$ cat config.mk
export PLATFORM = sky130hd
export DESIGN_NAME = i2sf_status_top
export DESIGN_NICKNAME = d
export VERILOG_FILES = /design/src/rtl/i2sf_sync.v /design/src/rtl/i2sf_cond_det.v /design/src/rtl/i2sf_status_top.v
export VERILOG_INCLUDE_DIRS = /design/src /design/src/rtl
export SDC_FILE = /design/constraint.sdc
export NUM_CORES = 1
export LEC_CHECK = 0
export BUFFER_PORTS_ARGS = -buffer_cell sky130_fd_sc_hd__clkbuf_2
export CELL_PAD_IN_SITES_DETAIL_PLACEMENT = 1
export CELL_PAD_IN_SITES_GLOBAL_PLACEMENT = 2
export CORE_MARGIN = 2
export CORE_UTILIZATION = 45
export CTS_BUF_LIST = sky130_fd_sc_hd__clkbuf_8
export DETAILED_ROUTE_END_ITERATION = 10
export GPL_TIMING_DRIVEN = 0
export PLACE_DENSITY = 0.95
export SLEW_MARGIN = 25
export SYNTH_ARGS = -nofsm -noshare
export SYNTH_HDL_FRONTEND = slang
export SYNTH_SLANG_ARGS = --single-unit
$ cat constraint.sdc
create_clock -name sys_clk -period 4.8 [get_ports sys_clk]
set_input_delay 1.2 -clock sys_clk [delete_from_list [all_inputs] [get_ports sys_clk]]
set_output_delay 1.2 -clock sys_clk [all_outputs]
set_load 0.01 [all_outputs]
$ cat src/rtl/i2sf_map.vh
// register offsets, field positions, reset values and mode codes of the i2c status block
// assumes a byte-wide register port and one 250 MHz system clock
`ifndef I2SF_MAP_VH
`define I2SF_MAP_VH

// ****************************************
// register offsets
// ****************************************
`define I2SF_OFS_STATUS 8'h00
`define I2SF_OFS_CTRL 8'h01
`define I2SF_OFS_CTRL2 8'h02
`define I2SF_OFS_SLV_ADDR 8'h03
`define I2SF_OFS_BUFFER 8'h04
`define I2SF_OFS_IRQ_STAT 8'h05
`define I2SF_OFS_IRQ_MASK 8'h06

// ****************************************
// status field positions
// ****************************************
`define I2SF_ST_SLEW 7
`define I2SF_ST_SMBUS 6
`define I2SF_ST_DATA_ADDR 5
`define I2SF_ST_STOP 4
`define I2SF_ST_START 3
`define I2SF_ST_RW 2
`define I2SF_ST_UA 1
`define I2SF_ST_BF 0

// ****************************************
// control fields
// ****************************************
`define I2SF_CT_ENABLE 5
`define I2SF_CT_MODE_HI 3
`define I2SF_CT_MODE_LO 0
`define I2SF_C2_MASTER_BITS 5
`define I2SF_IRQ_BITS 4
`define I2SF_IRQ_BYTE 0
`define I2SF_IRQ_START 1
`define I2SF_IRQ_STOP 2
`define I2SF_IRQ_UA 3

// ****************************************
// mode codes and reset values
// ****************************************
`define I2SF_MODE_SLV10_INT 4'hf
`define I2SF_MODE_SLV7_INT 4'he
`define I2SF_MODE_MST_FW 4'hb
`define I2SF_MODE_MST 4'h8
`define I2SF_MODE_SLV10 4'h7
`define I2SF_MODE_SLV7 4'h6
`define I2SF_RST_BYTE 8'h00
`define I2SF_ACK_BIT 4'h8
`define I2SF_LAST_DATA_BIT 4'h7

`endif

$ cat src/rtl/i2sf_sync.v
// two flip-flop synchroniser for pin inputs
// assumes inputs asynchronous to sys_clk; first stage read only by the second
`timescale 1ns/10ps
`default_nettype none

module i2sf_sync #(
  parameter WIDTH = 2
) (
  input wire sys_clk,
  input wire rst_b,
  input wire [WIDTH-1:0] async_in,
  output wire [WIDTH-1:0] sync_out
);

  reg [WIDTH-1:0] meta_r;
  reg [WIDTH-1:0] sync_r;

  // two stages, pins idle high
  always @(posedge sys_clk or negedge rst_b) begin
    if (!rst_b) begin
      meta_r <= {WIDTH{1'b1}};
      sync_r <= {WIDTH{1'b1}};
    end else begin
      meta_r <= async_in;
      sync_r <= meta_r;
    end
  end

  assign sync_out = sync_r;

endmodule // i2sf_sync

`default_nettype wire

$ cat src/rtl/i2sf_cond_det.v
// start, stop and clock edge detection on synchronised bus lines
// assumes scl and sda already passed a synchroniser on sys_clk
`timescale 1ns/10ps
`default_nettype none

module i2sf_cond_det (
  input wire sys_clk,
  input wire rst_b,
  input wire scl,
  input wire sda,
  output wire start_det,
  output wire stop_det,
  output wire scl_rise
);

  reg scl_d_r;
  reg sda_d_r;

  // previous line levels
  always @(posedge sys_clk or negedge rst_b) begin
    if (!rst_b) begin
      scl_d_r <= 1'b1;
      sda_d_r <= 1'b1;
    end else begin
      scl_d_r <= scl;
      sda_d_r <= sda;
    end
  end

  // sda falling with scl high is start, rising is stop
  assign start_det = scl & scl_d_r & sda_d_r & ~sda;
  assign stop_det = scl & scl_d_r & ~sda_d_r & sda;
  assign scl_rise = scl & ~scl_d_r;

endmodule // i2sf_cond_det

`default_nettype wire

$ cat src/rtl/i2sf_status_top.v
// status flag logic of an i2c serial port, master or slave
// assumes a byte register port on sys_clk and open-drain bus lines observed through pins
//
// Functional notes
// RULE_01: slave mode data/address flag is 1 after data byte, 0 after address.
// RULE_02: stop flag set when last bus condition was stop, else 0.
// RULE_03: master mode direction bit shows transmit in progress.
// RULE_04: 10-bit slave raises address update; writing slave address clears it.
// RULE_05: buffer full flag tracks held byte, excluding ack and stop bits.
// RULE_06: start flag set on start or repeated start, cleared by later stop.
// RULE_07: slave direction bit holds address r/w until start, stop or nack.
// RULE_08: master active when transmit busy or any master enable bit set.
//
// The strobed register port and the placing of the registers were chosen for this implementation.
`timescale 1ns/10ps
`default_nettype none
`include "i2sf_map.vh"

module i2sf_status_top (
  input wire sys_clk,
  input wire rst_b,
  input wire [7:0] reg_addr,
  input wire [7:0] reg_wdata,
  input wire reg_wr,
  input wire reg_rd,
  output wire [7:0] reg_rdata,
  input wire scl_in,
  input wire sda_in,
  output wire irq,
  output wire master_active
);

  // ****************************************
  // decode helpers
  // ****************************************

  // register offset hit
  function hit;
    input [7:0] addr;
    input [7:0] ofs;
    begin
      hit = (addr == ofs);
    end
  endfunction

  // mode classes
  function is_master;
    input [3:0] mode;
    begin
      is_master = (mode == `I2SF_MODE_MST) || (mode == `I2SF_MODE_MST_FW);
    end
  endfunction

  function is_slave;
    input [3:0] mode;
    begin
      is_slave = (mode == `I2SF_MODE_SLV7) || (mode == `I2SF_MODE_SLV10) ||
                 (mode == `I2SF_MODE_SLV7_INT) || (mode == `I2SF_MODE_SLV10_INT);
    end
  endfunction

  function is_ten;
    input [3:0] mode;
    begin
      is_ten = (mode == `I2SF_MODE_SLV10) || (mode == `I2SF_MODE_SLV10_INT);
    end
  endfunction

  // ****************************************
  // bus line sampling
  // ****************************************
  wire [1:0] line_sync;
  wire scl_s;
  wire sda_s;
  wire start_det;
  wire stop_det;
  wire scl_rise;

  i2sf_sync #(.WIDTH(2)) u_sync (
    .sys_clk(sys_clk),
    .rst_b(rst_b),
    .async_in({scl_in, sda_in}),
    .sync_out(line_sync)
  );

  assign scl_s = line_sync[1];
  assign sda_s = line_sync[0];

  i2sf_cond_det u_det (
    .sys_clk(sys_clk),
    .rst_b(rst_b),
    .scl(scl_s),
    .sda(sda_s),
    .start_det(start_det),
    .stop_det(stop_det),
    .scl_rise(scl_rise)
  );

  // ****************************************
  // state registers
  // ****************************************
  reg [7:0] rdata_r;
  reg irq_r;
  reg active_r;
  reg slew_r;
  reg smbus_r;
  reg enable_r;
  reg [3:0] mode_r;
  reg [`I2SF_C2_MASTER_BITS-1:0] ctl2_r;
  reg [7:0] slv_addr_r;
  reg [7:0] buffer_r;
  reg [`I2SF_IRQ_BITS-1:0] irq_stat_r;
  reg [`I2SF_IRQ_BITS-1:0] irq_mask_r;
  reg data_addr_r;
  reg stop_r;
  reg start_r;
  reg rw_r;
  reg tx_busy_r;
  reg ua_r;
  reg bf_r;
  reg [3:0] bit_cnt_r;
  reg [6:0] shift_r;
  reg first_byte_r;
  reg second_addr_r;
  reg matched_r;

  // ****************************************
  // byte framing
  // ****************************************
  wire run = enable_r;
  wire master_m = is_master(mode_r);
  wire slave_m = is_slave(mode_r);
  wire ten_m = is_ten(mode_r);
  wire data_bit = run & scl_rise & (bit_cnt_r != `I2SF_ACK_BIT);
  wire byte_done = data_bit & (bit_cnt_r == `I2SF_LAST_DATA_BIT);
  wire ack_bit = run & scl_rise & (bit_cnt_r == `I2SF_ACK_BIT);
  wire nack = ack_bit & sda_s;
  wire [7:0] rx_byte = {shift_r, sda_s};
  wire addr_byte = byte_done & slave_m & (first_byte_r | second_addr_r);
  wire hi_match = (rx_byte[7:1] == slv_addr_r[7:1]);
  wire lo_match = (rx_byte == slv_addr_r);
  wire addr_hit = first_byte_r ? hi_match : lo_match;
  wire data_byte = byte_done & ~(first_byte_r | second_addr_r);
  wire slave_rx = data_byte & slave_m & matched_r & ~rw_r;
  wire master_rx = data_byte & master_m & ctl2_r[3];
  wire tx_byte_out = data_byte & ((slave_m & matched_r & rw_r) | (master_m & tx_busy_r));

  wire wr_status = reg_wr & hit(reg_addr, `I2SF_OFS_STATUS);
  wire wr_ctrl = reg_wr & hit(reg_addr, `I2SF_OFS_CTRL);
  wire wr_ctrl2 = reg_wr & hit(reg_addr, `I2SF_OFS_CTRL2);
  wire wr_addr = reg_wr & hit(reg_addr, `I2SF_OFS_SLV_ADDR);
  wire wr_buf = reg_wr & hit(reg_addr, `I2SF_OFS_BUFFER);
  wire wr_mask = reg_wr & hit(reg_addr, `I2SF_OFS_IRQ_MASK);
  wire rd_buf = reg_rd & hit(reg_addr, `I2SF_OFS_BUFFER);
  wire rd_irq = reg_rd & hit(reg_addr, `I2SF_OFS_IRQ_STAT);

  // direction bit: transmit busy in master, captured r/w in slave
  wire rw_view = master_m ? tx_busy_r : (slave_m & rw_r); // [RULE_03] [RULE_07]
  wire da_view = slave_m & data_addr_r; // [RULE_01]
  // bus flags read zero as soon as the port is off, update request only in 10-bit slave
  wire [7:0] status_view = {slew_r, smbus_r, da_view,
                            {5{run}} & {stop_r, start_r, rw_view, ua_r & ten_m, bf_r}}; // [RULE_04]

  // events gathered for the interrupt status
  wire [`I2SF_IRQ_BITS-1:0] ev;
  assign ev[`I2SF_IRQ_BYTE] = byte_done & (slave_rx | master_rx | tx_byte_out);
  assign ev[`I2SF_IRQ_START] = run & start_det;
  assign ev[`I2SF_IRQ_STOP] = run & stop_det;
  assign ev[`I2SF_IRQ_UA] = addr_byte & ten_m & addr_hit;

  reg [`I2SF_IRQ_BITS-1:0] irq_stat_nxt;
  reg [7:0] rdata_nxt;

  // read mux, unmapped offsets read zero
  always @* begin
    rdata_nxt = `I2SF_RST_BYTE;
    if (reg_rd) begin
      case (reg_addr)
        `I2SF_OFS_STATUS: rdata_nxt = status_view;
        `I2SF_OFS_CTRL: rdata_nxt = {2'b00, enable_r, 1'b0, mode_r};
        `I2SF_OFS_CTRL2: rdata_nxt = {3'b000, ctl2_r};
        `I2SF_OFS_SLV_ADDR: rdata_nxt = slv_addr_r;
        `I2SF_OFS_BUFFER: rdata_nxt = buffer_r;
        `I2SF_OFS_IRQ_STAT: rdata_nxt = {4'h0, irq_stat_r};
        `I2SF_OFS_IRQ_MASK: rdata_nxt = {4'h0, irq_mask_r};
        default: rdata_nxt = `I2SF_RST_BYTE;
      endcase
    end
  end

  // sticky interrupt bits, read clears, new event wins
  always @* begin
    irq_stat_nxt = rd_irq ? {`I2SF_IRQ_BITS{1'b0}} : irq_stat_r;
    irq_stat_nxt = irq_stat_nxt | ev;
  end

  // ****************************************
  // register port and interrupt
  // ****************************************
  always @(posedge sys_clk or negedge rst_b) begin
    if (!rst_b) begin
      rdata_r <= `I2SF_RST_BYTE;
      irq_r <= 1'b0;
      slew_r <= 1'b0;
      smbus_r <= 1'b0;
      enable_r <= 1'b0;
      mode_r <= 4'h0;
      ctl2_r <= {`I2SF_C2_MASTER_BITS{1'b0}};
      slv_addr_r <= `I2SF_RST_BYTE;
      irq_stat_r <= {`I2SF_IRQ_BITS{1'b0}};
      irq_mask_r <= {`I2SF_IRQ_BITS{1'b0}};
      active_r <= 1'b0;
    end else begin
      rdata_r <= rdata_nxt;
      irq_stat_r <= irq_stat_nxt;
      irq_r <= |(irq_stat_nxt & irq_mask_r);
      if (wr_status) begin
        slew_r <= reg_wdata[`I2SF_ST_SLEW];
        smbus_r <= reg_wdata[`I2SF_ST_SMBUS];
      end
      if (wr_ctrl) begin
        enable_r <= reg_wdata[`I2SF_CT_ENABLE];
        mode_r <= reg_wdata[`I2SF_CT_MODE_HI:`I2SF_CT_MODE_LO];
      end
      if (wr_ctrl2)
        ctl2_r <= reg_wdata[`I2SF_C2_MASTER_BITS-1:0];
      if (wr_addr)
        slv_addr_r <= reg_wdata;
      if (wr_mask)
        irq_mask_r <= reg_wdata[`I2SF_IRQ_BITS-1:0];
      active_r <= enable_r & master_m & (tx_busy_r | (|ctl2_r)); // [RULE_08]
    end
  end

  // ****************************************
  // bus tracking and flags
  // ****************************************
  always @(posedge sys_clk or negedge rst_b) begin
    if (!rst_b) begin
      data_addr_r <= 1'b0;
      stop_r <= 1'b0;
      start_r <= 1'b0;
      rw_r <= 1'b0;
      tx_busy_r <= 1'b0;
      ua_r <= 1'b0;
      bf_r <= 1'b0;
      buffer_r <= `I2SF_RST_BYTE;
      bit_cnt_r <= 4'h0;
      shift_r <= 7'h00;
      first_byte_r <= 1'b0;
      second_addr_r <= 1'b0;
      matched_r <= 1'b0;
    end else if (!run) begin
      // disabled port: bus flags and framing drop
      stop_r <= 1'b0;
      start_r <= 1'b0;
      rw_r <= 1'b0;
      tx_busy_r <= 1'b0;
      ua_r <= 1'b0;
      bf_r <= 1'b0;
      bit_cnt_r <= 4'h0;
      first_byte_r <= 1'b0;
      second_addr_r <= 1'b0;
      matched_r <= 1'b0;
    end else begin
      // software side: address rewrite, buffer access
      if (wr_addr)
        ua_r <= 1'b0; // [RULE_04]
      if (rd_buf)
        bf_r <= 1'b0; // [RULE_05]
      if (wr_buf) begin
        buffer_r <= reg_wdata;
        bf_r <= 1'b1; // [RULE_05]
        if (master_m)
          tx_busy_r <= 1'b1; // [RULE_03]
      end
      // bit framing, ack clock excluded from byte
      if (data_bit) begin
        shift_r <= rx_byte[6:0];
        bit_cnt_r <= bit_cnt_r + 4'h1;
      end
      if (ack_bit) begin
        bit_cnt_r <= 4'h0;
        tx_busy_r <= 1'b0; // [RULE_03]
        if (nack)
          rw_r <= 1'b0; // [RULE_07]
      end
      // address phase in slave mode
      if (addr_byte) begin
        data_addr_r <= 1'b0; // [RULE_01]
        first_byte_r <= 1'b0;
        second_addr_r <= 1'b0;
        if (ten_m) begin
          if (addr_hit)
            ua_r <= 1'b1; // [RULE_04]
          if (first_byte_r & hi_match & ~rx_byte[0])
            second_addr_r <= 1'b1;
          if ((first_byte_r & hi_match & rx_byte[0]) | (second_addr_r & lo_match)) begin
            matched_r <= 1'b1;
            rw_r <= first_byte_r & rx_byte[0]; // [RULE_07]
          end
        end else if (hi_match) begin
          matched_r <= 1'b1;
          rw_r <= rx_byte[0]; // [RULE_07]
        end
      end else if (byte_done) begin
        first_byte_r <= 1'b0;
        if (slave_m)
          data_addr_r <= 1'b1; // [RULE_01]
      end
      // received byte lands in buffer at eighth bit
      if (slave_rx | master_rx) begin
        buffer_r <= rx_byte;
        bf_r <= 1'b1; // [RULE_05]
      end else if (tx_byte_out)
        bf_r <= 1'b0; // [RULE_05]
      // bus conditions restart framing
      if (start_det) begin
        start_r <= 1'b1; // [RULE_06]
        stop_r <= 1'b0; // [RULE_02]
        rw_r <= 1'b0; // [RULE_07]
        bit_cnt_r <= 4'h0;
        first_byte_r <= 1'b1;
        second_addr_r <= 1'b0;
        matched_r <= 1'b0;
      end
      if (stop_det) begin
        stop_r <= 1'b1; // [RULE_02]
        start_r <= 1'b0; // [RULE_06]
        rw_r <= 1'b0; // [RULE_07]
        tx_busy_r <= 1'b0;
        bit_cnt_r <= 4'h0;
        first_byte_r <= 1'b0;
        second_addr_r <= 1'b0;
        matched_r <= 1'b0;
      end
    end
  end

  assign reg_rdata = rdata_r;
  assign irq = irq_r;
  assign master_active = active_r;

endmodule // i2sf_status_top

`default_nettype wire

# After elaboration in Yosys (flattened, before gate mapping)
# Index checks and enable logic that the tools add are counted.
[totals]
regBits = 73
inputBits = 22
out_inout_bits = 10
word_cells = 194
[classes]
add_sub_neg = 1
eq_ne = 26
n_mux = 63
bitwise = 60
reduce_logical = 16
[op_table]
columns = ["operator", "count"]
rows = [
  ["$pmux W8 S7", 1],
  ["$mux W1", 53],
  ["$and A1 B1 Y1", 46],
  ["$eq A8 B3 Y1 const B", 3],
  ["$mux W4", 6],
  ["$mux W8", 3],
  ["$eq A4 B4 Y1 const B", 5],
  ["$eq A8 B2 Y1 const B", 2],
  ["$ne A5 B3 Y1 const B", 3],
  ["$eq A4 B3 Y1 const B", 3],
  ["$eq A8 B1 Y1 const B", 1],
  ["$eq A8 B8 Y1", 1],
  ["$logic_not A8 Y1", 1],
  ["$ne A4 B2 Y1 const B", 2],
  ["$eq A7 B7 Y1", 1],
  ["$or A1 B1 Y1", 6],
  ["$reduce_and A2 Y1", 3],
  ["$reduce_and A3 Y1", 2],
  ["$reduce_bool A2 Y1", 3],
  ["$and A5 B5 Y5", 1],
  ["$logic_or A1 B1 Y1", 5],
  ["$ne A5 B1 Y1 const B", 1],
  ["$ne A5 B4 Y1 const B", 1],
  ["$not A1 Y1", 5],
  ["other kinds (8)", 8],
]

# Depth between registers and ports, before layout
[depth]
word_depth = 15
mapped_depth = 7
ltp_nobuf = 7

# By module
# A second synthesis with hierarchy kept.
[unflattened]
cells_unflattened = 321
hier_area_um2 = 3579.7
[modules_own_cells]
columns = ["module", "instances", "cells_each", "area_per_inst_um2"]
rows = [
  ["i2sf_status_top", 1, 312, 3395.8],
  ["i2sf_sync", 1, 4, 105.1],
  ["i2sf_cond_det", 1, 5, 78.8],
]

# Worst setup path before layout
# OpenSTA, ideal clock, no wires.
[synth_timing]
path_kind = "input -> register"
start = "input port reg_addr[0]"
end = "register buffer_r[0]"
setup_ns = 0.125
arrival_time_ns = 2.858
required_time_ns = 4.675
setup_slack_ns = 1.818
stages = 6
path_cell_list = "buf_6 -> or4_4 -> nor3_4 -> nand3_4 -> mux2_1 -> mux2_2"
[synth_via]
elab_chain_len = 4
[synth_rtl]
columns = ["item", "line", "rtl"]
rows = [
  ["from (decl)", "i2sf_status_top.v:22", "input wire [7:0] reg_addr,"],
  ["$eq A8 B3 Y1", "i2sf_status_top.v:42", "hit = (addr == ofs);"],
  ["$and A1 B1 Y1", "i2sf_status_top.v:152", "wire wr_buf = reg_wr & hit(reg_addr, `I2SF_OFS_BUFFER);"],
  ["$reduce_bool A2 Y1 (no source line)", "--", ""],
  ["$reduce_and A2 Y1 (no source line)", "--", ""],
  ["to (signal assigned)", "i2sf_status_top.v:247", "buffer_r <= `I2SF_RST_BYTE;"],
  ["to (signal assigned)", "i2sf_status_top.v:272", "buffer_r <= reg_wdata;"],
  ["to (signal assigned)", "i2sf_status_top.v:313", "buffer_r <= rx_byte;"],
  ["to (decl)", "i2sf_status_top.v:111", "reg [7:0] buffer_r;"],
]
# Every way passes these cells.
# A chain may end at the register's enable or synchronous reset.

# Worst setup path in the final report
[layout_timing]
start = "input port reg_addr[3]"
end = "register slv_addr_r[7]"
[layout_via]
elab_chain_len = 2
[layout_rtl]
columns = ["item", "line", "rtl"]
rows = [
  ["$eq A8 B2 Y1", "i2sf_status_top.v:42", ""],
  ["$and A1 B1 Y1", "i2sf_status_top.v:151", "wire wr_addr = reg_wr & hit(reg_addr, `I2SF_OFS_SLV_ADDR);"],
  ["to (signal assigned)", "i2sf_status_top.v:209", "slv_addr_r <= `I2SF_RST_BYTE;"],
  ["to (signal assigned)", "i2sf_status_top.v:228", "slv_addr_r <= reg_wdata;"],
  ["to (decl)", "i2sf_status_top.v:110", "reg [7:0] slv_addr_r;"],
]
# Every way passes these cells.

==> flow_summary.toml <==
[placement]
gp_congestion = 0.866
port_buffers = 29
place.detailed.hpwl_um = 7090
dp_slack_ns = 1.42

[sta]
hold_viol_final = 0
final.setup_skew_ns = 0.00778
timing.fmax_mhz = 329
worstMarginPinSlew_ns = 0.789
drv_slew = 0
finalCritPeriodShare_pct = 63.3
grt_setup_unrepaired = "false"
setup_tns_ns = 0
slew_headroom_pct = 47.0
worst_slack_ns = 1.76
period_minus_slack_ns = 3.04
setup_violations = 0

[final_layout]
post-route-util_pct = 53.4
antenna_cells = 0
multi_input_area_mm2 = 0.00171
fillers = 844
layout-drive-gt1-share_pct = 30.7
final_nets = 375
seq_area_mm2 = 0.00183
syn_to_final_growth_pct = 15.0

[clocking]
cts_buffers = 9
cts_max_level = 3
cts.sinks = 73
root_buffer = "clkbuf_8"
cts_tree = "built"
hold_buffers = 0
clock_path_buffers = 2
post_cts_buffers = 0
post_cts_resized = 0
worstSkewPairLatency_ns = 0.35
clk_pin_slew_ns = 0.07

[synthesis]
netlist_area_mm2 = 0.00361
synth-edff-count = 0
ys_ff_latch = 73
yosysWarnings = 0
ys_types = 54
avgSynthCellArea_um2 = 11.6
synth_cells = 310
yosysSeqAreaShare_pct = 50.8
syn_nets = 334
synthArstFlopShare_pct = 100
synthFlopType = "dfrtp_1"

[worst_setup_path]
critPathArrivalTime_ns = 3.27
crit_path_max_incr_delay_ns = 0.53
slowest_stage = "nor3_1"
crit_path_end_kind = "flop"
startpoint_type = "input pin"
crit_type = "in -> reg"
crit_required_ns = 5.03
crit_fanout = 9
crit_chain = "clkbuf_2, nor3_1, and4_1, clkbuf_1, and3_1, buf_2, mux2_2"

[route]
drtIter0Drc = 179
drt_wl_total_um = 9730
routed_via_density = 6.02
wl_per_cell_um = 21.3
num_vias = 2753
wl_met1_um = 4310
post-route-drc-count = 0
met3_length_um = 507
highest_layer = "met4"
dr.pass1.iters = 4
met2_length_um = 4740
drt.antenna.violating_nets = 0

[die]
start_util_pct = 46.5
fp.coreArea_mm2 = 0.00777
die-area_mm2 = 0.00875
die_w_um = 93.6
io_pins = 32
rows = 32
die_h_um = 93.6

[hold_path]
hold_path_class = "reg -> reg"

[power]
p_leak_uw = 0.00194
p_int_uw = 1030
swShare_pct = 23.1
pwr-share-seq_pct = 48.9
power_frac_clock_pct = 43.6
power.density_mw_per_mm2 = 323
ir_drop_mv = 0.170
pwr-share-comb_pct = 7.5
p_switching_uw = 309

[grt]
grt_first_pass_wirelength_um = 15500
grt_remaining_overflow = 0
grt_max_degree = 41
gr-usage-all-layers_pct = 23.9
antenna_found_initial = 0
grt_pass1_vias = 2832

[job]
maxCapViolCount = 0

[outcome]
outcome = "finished, final reports clean"
==> area by class of cell <==
type	instances	share of cell area [%]
sequential	73	44.2
multi-input combinational	220	41.1
timing repair buffer	30	4.04
clock buffer	10	3.32
tap	102	3.08
clock inverter	5	2.50
buffer	13	1.42
inverter	4	0.362
==> per-stage QoR <==
step	total power (µW)	hold WS (ns)	cells	cell area, µm²
detailed placement	767	0.348	442	3910
CTS	1350	0.359	457	4150
global route	1390	0.366	457	4150
floorplan	714	0.345	310	3610
global placement	760	0.346	441	3880
finish	1340	0.358	457	4150
==> logic make-up after synthesis <==
family / Yosys count / synth area share [%]
xor+xnor: 10 / 2.43
buf+inv: 17 / 2.04
fa+ha+maj: 2 / 0.693
flops: 73 / 50.8
simple gates: 82 / 13.0
mux: 61 / 18.8
compound gates: 65 / 12.2
==> sequential cells by signal, indices dropped and copies added, names as in the netlist, 2 cells and up <==
register,cells
mode_r,4
slv_addr_r,8
u_sync.sync_out,2
irq_stat_r,4
buffer_r,8
bit_cnt_r,4
irq_mask_r,4
shift_r,7
reg_rdata,8
ctl2_r,5
u_sync.meta_r,2
==> synth_stat cells, drive strengths merged, types with 5 or more instances <==
library cell	n	area (µm²)
nor2	11	41.3
mux2	55	619
and2	5	31.3
nand3	9	57.6
a22oi	8	60.1
clkbuf	9	33.8
nand4	5	31.3
o21ai	16	80.1
nor3	7	46.3
nand2	20	75.1
dfrtp	67	1680
a31oi	6	37.5
mux2i	6	60.1
xor2	5	43.8
xnor2	5	43.8
a21oi	8	40.0
dfstp	6	158
==> routing by layer <==
metal	vias to the layer above	global-route usage (%)
li1	1239	-
met5	-	0
met1	1413	33.2
met4	0	7.37
met3	16	5.24
met2	85	37.6
==> power by group through the flow <==
stage | Combinational [µW] | Clock [µW] | Sequential [µW]
after floorplan | 53.9 | 0 | 660
after global placement | 94.2 | 0 | 666
after detailed placement | 101 | 0 | 667
after CTS | 101 | 592 | 655
after global routing | 111 | 618 | 658
final | 101 | 585 | 655
==> placed cells by master (no fill, tap or decap), drive strengths merged, types with 7 or more instances in the layout <==
cell type   n
dfrtp      67
a22oi       8
mux2       55
nand2      20
nor2       11
clkbuf     48
nor3        7
o21ai      16
nand3       9
a21oi       8
==> worst max-delay path, delay by kind of cell <==
family        cells  cell delay (ns)
simple gates      3             1.03
buf+inv           3             0.67
mux               1             0.37
==> path summary, 6_finish.rpt <==
path | depth (start not counted) | end | startpoint | slack [ns]
max | 7 | slv_addr_r[7]$_DFFE_PN0P_ | reg_addr[3] | 1.76
min | 0 | u_sync.sync_out[0]$_DFF_PN1_ | u_sync.meta_r[0]$_DFF_PN1_ | 0.36
max reg2reg | 6 | bf_r$_DFFE_PN0P_ | u_sync.sync_out[1]$_DFF_PN1_ | 2.53
min reg2reg | 0 | u_sync.sync_out[0]$_DFF_PN1_ | u_sync.meta_r[0]$_DFF_PN1_ | 0.36
max in group asynchronous | 2 | u_sync.sync_out[1]$_DFF_PN1_ | rst_b | 3.25
min in group asynchronous | 1 | reg_rdata[2]$_DFF_PN0_ | rst_b | 0.88
Note: power is estimated with default switching activity, not from simulation.
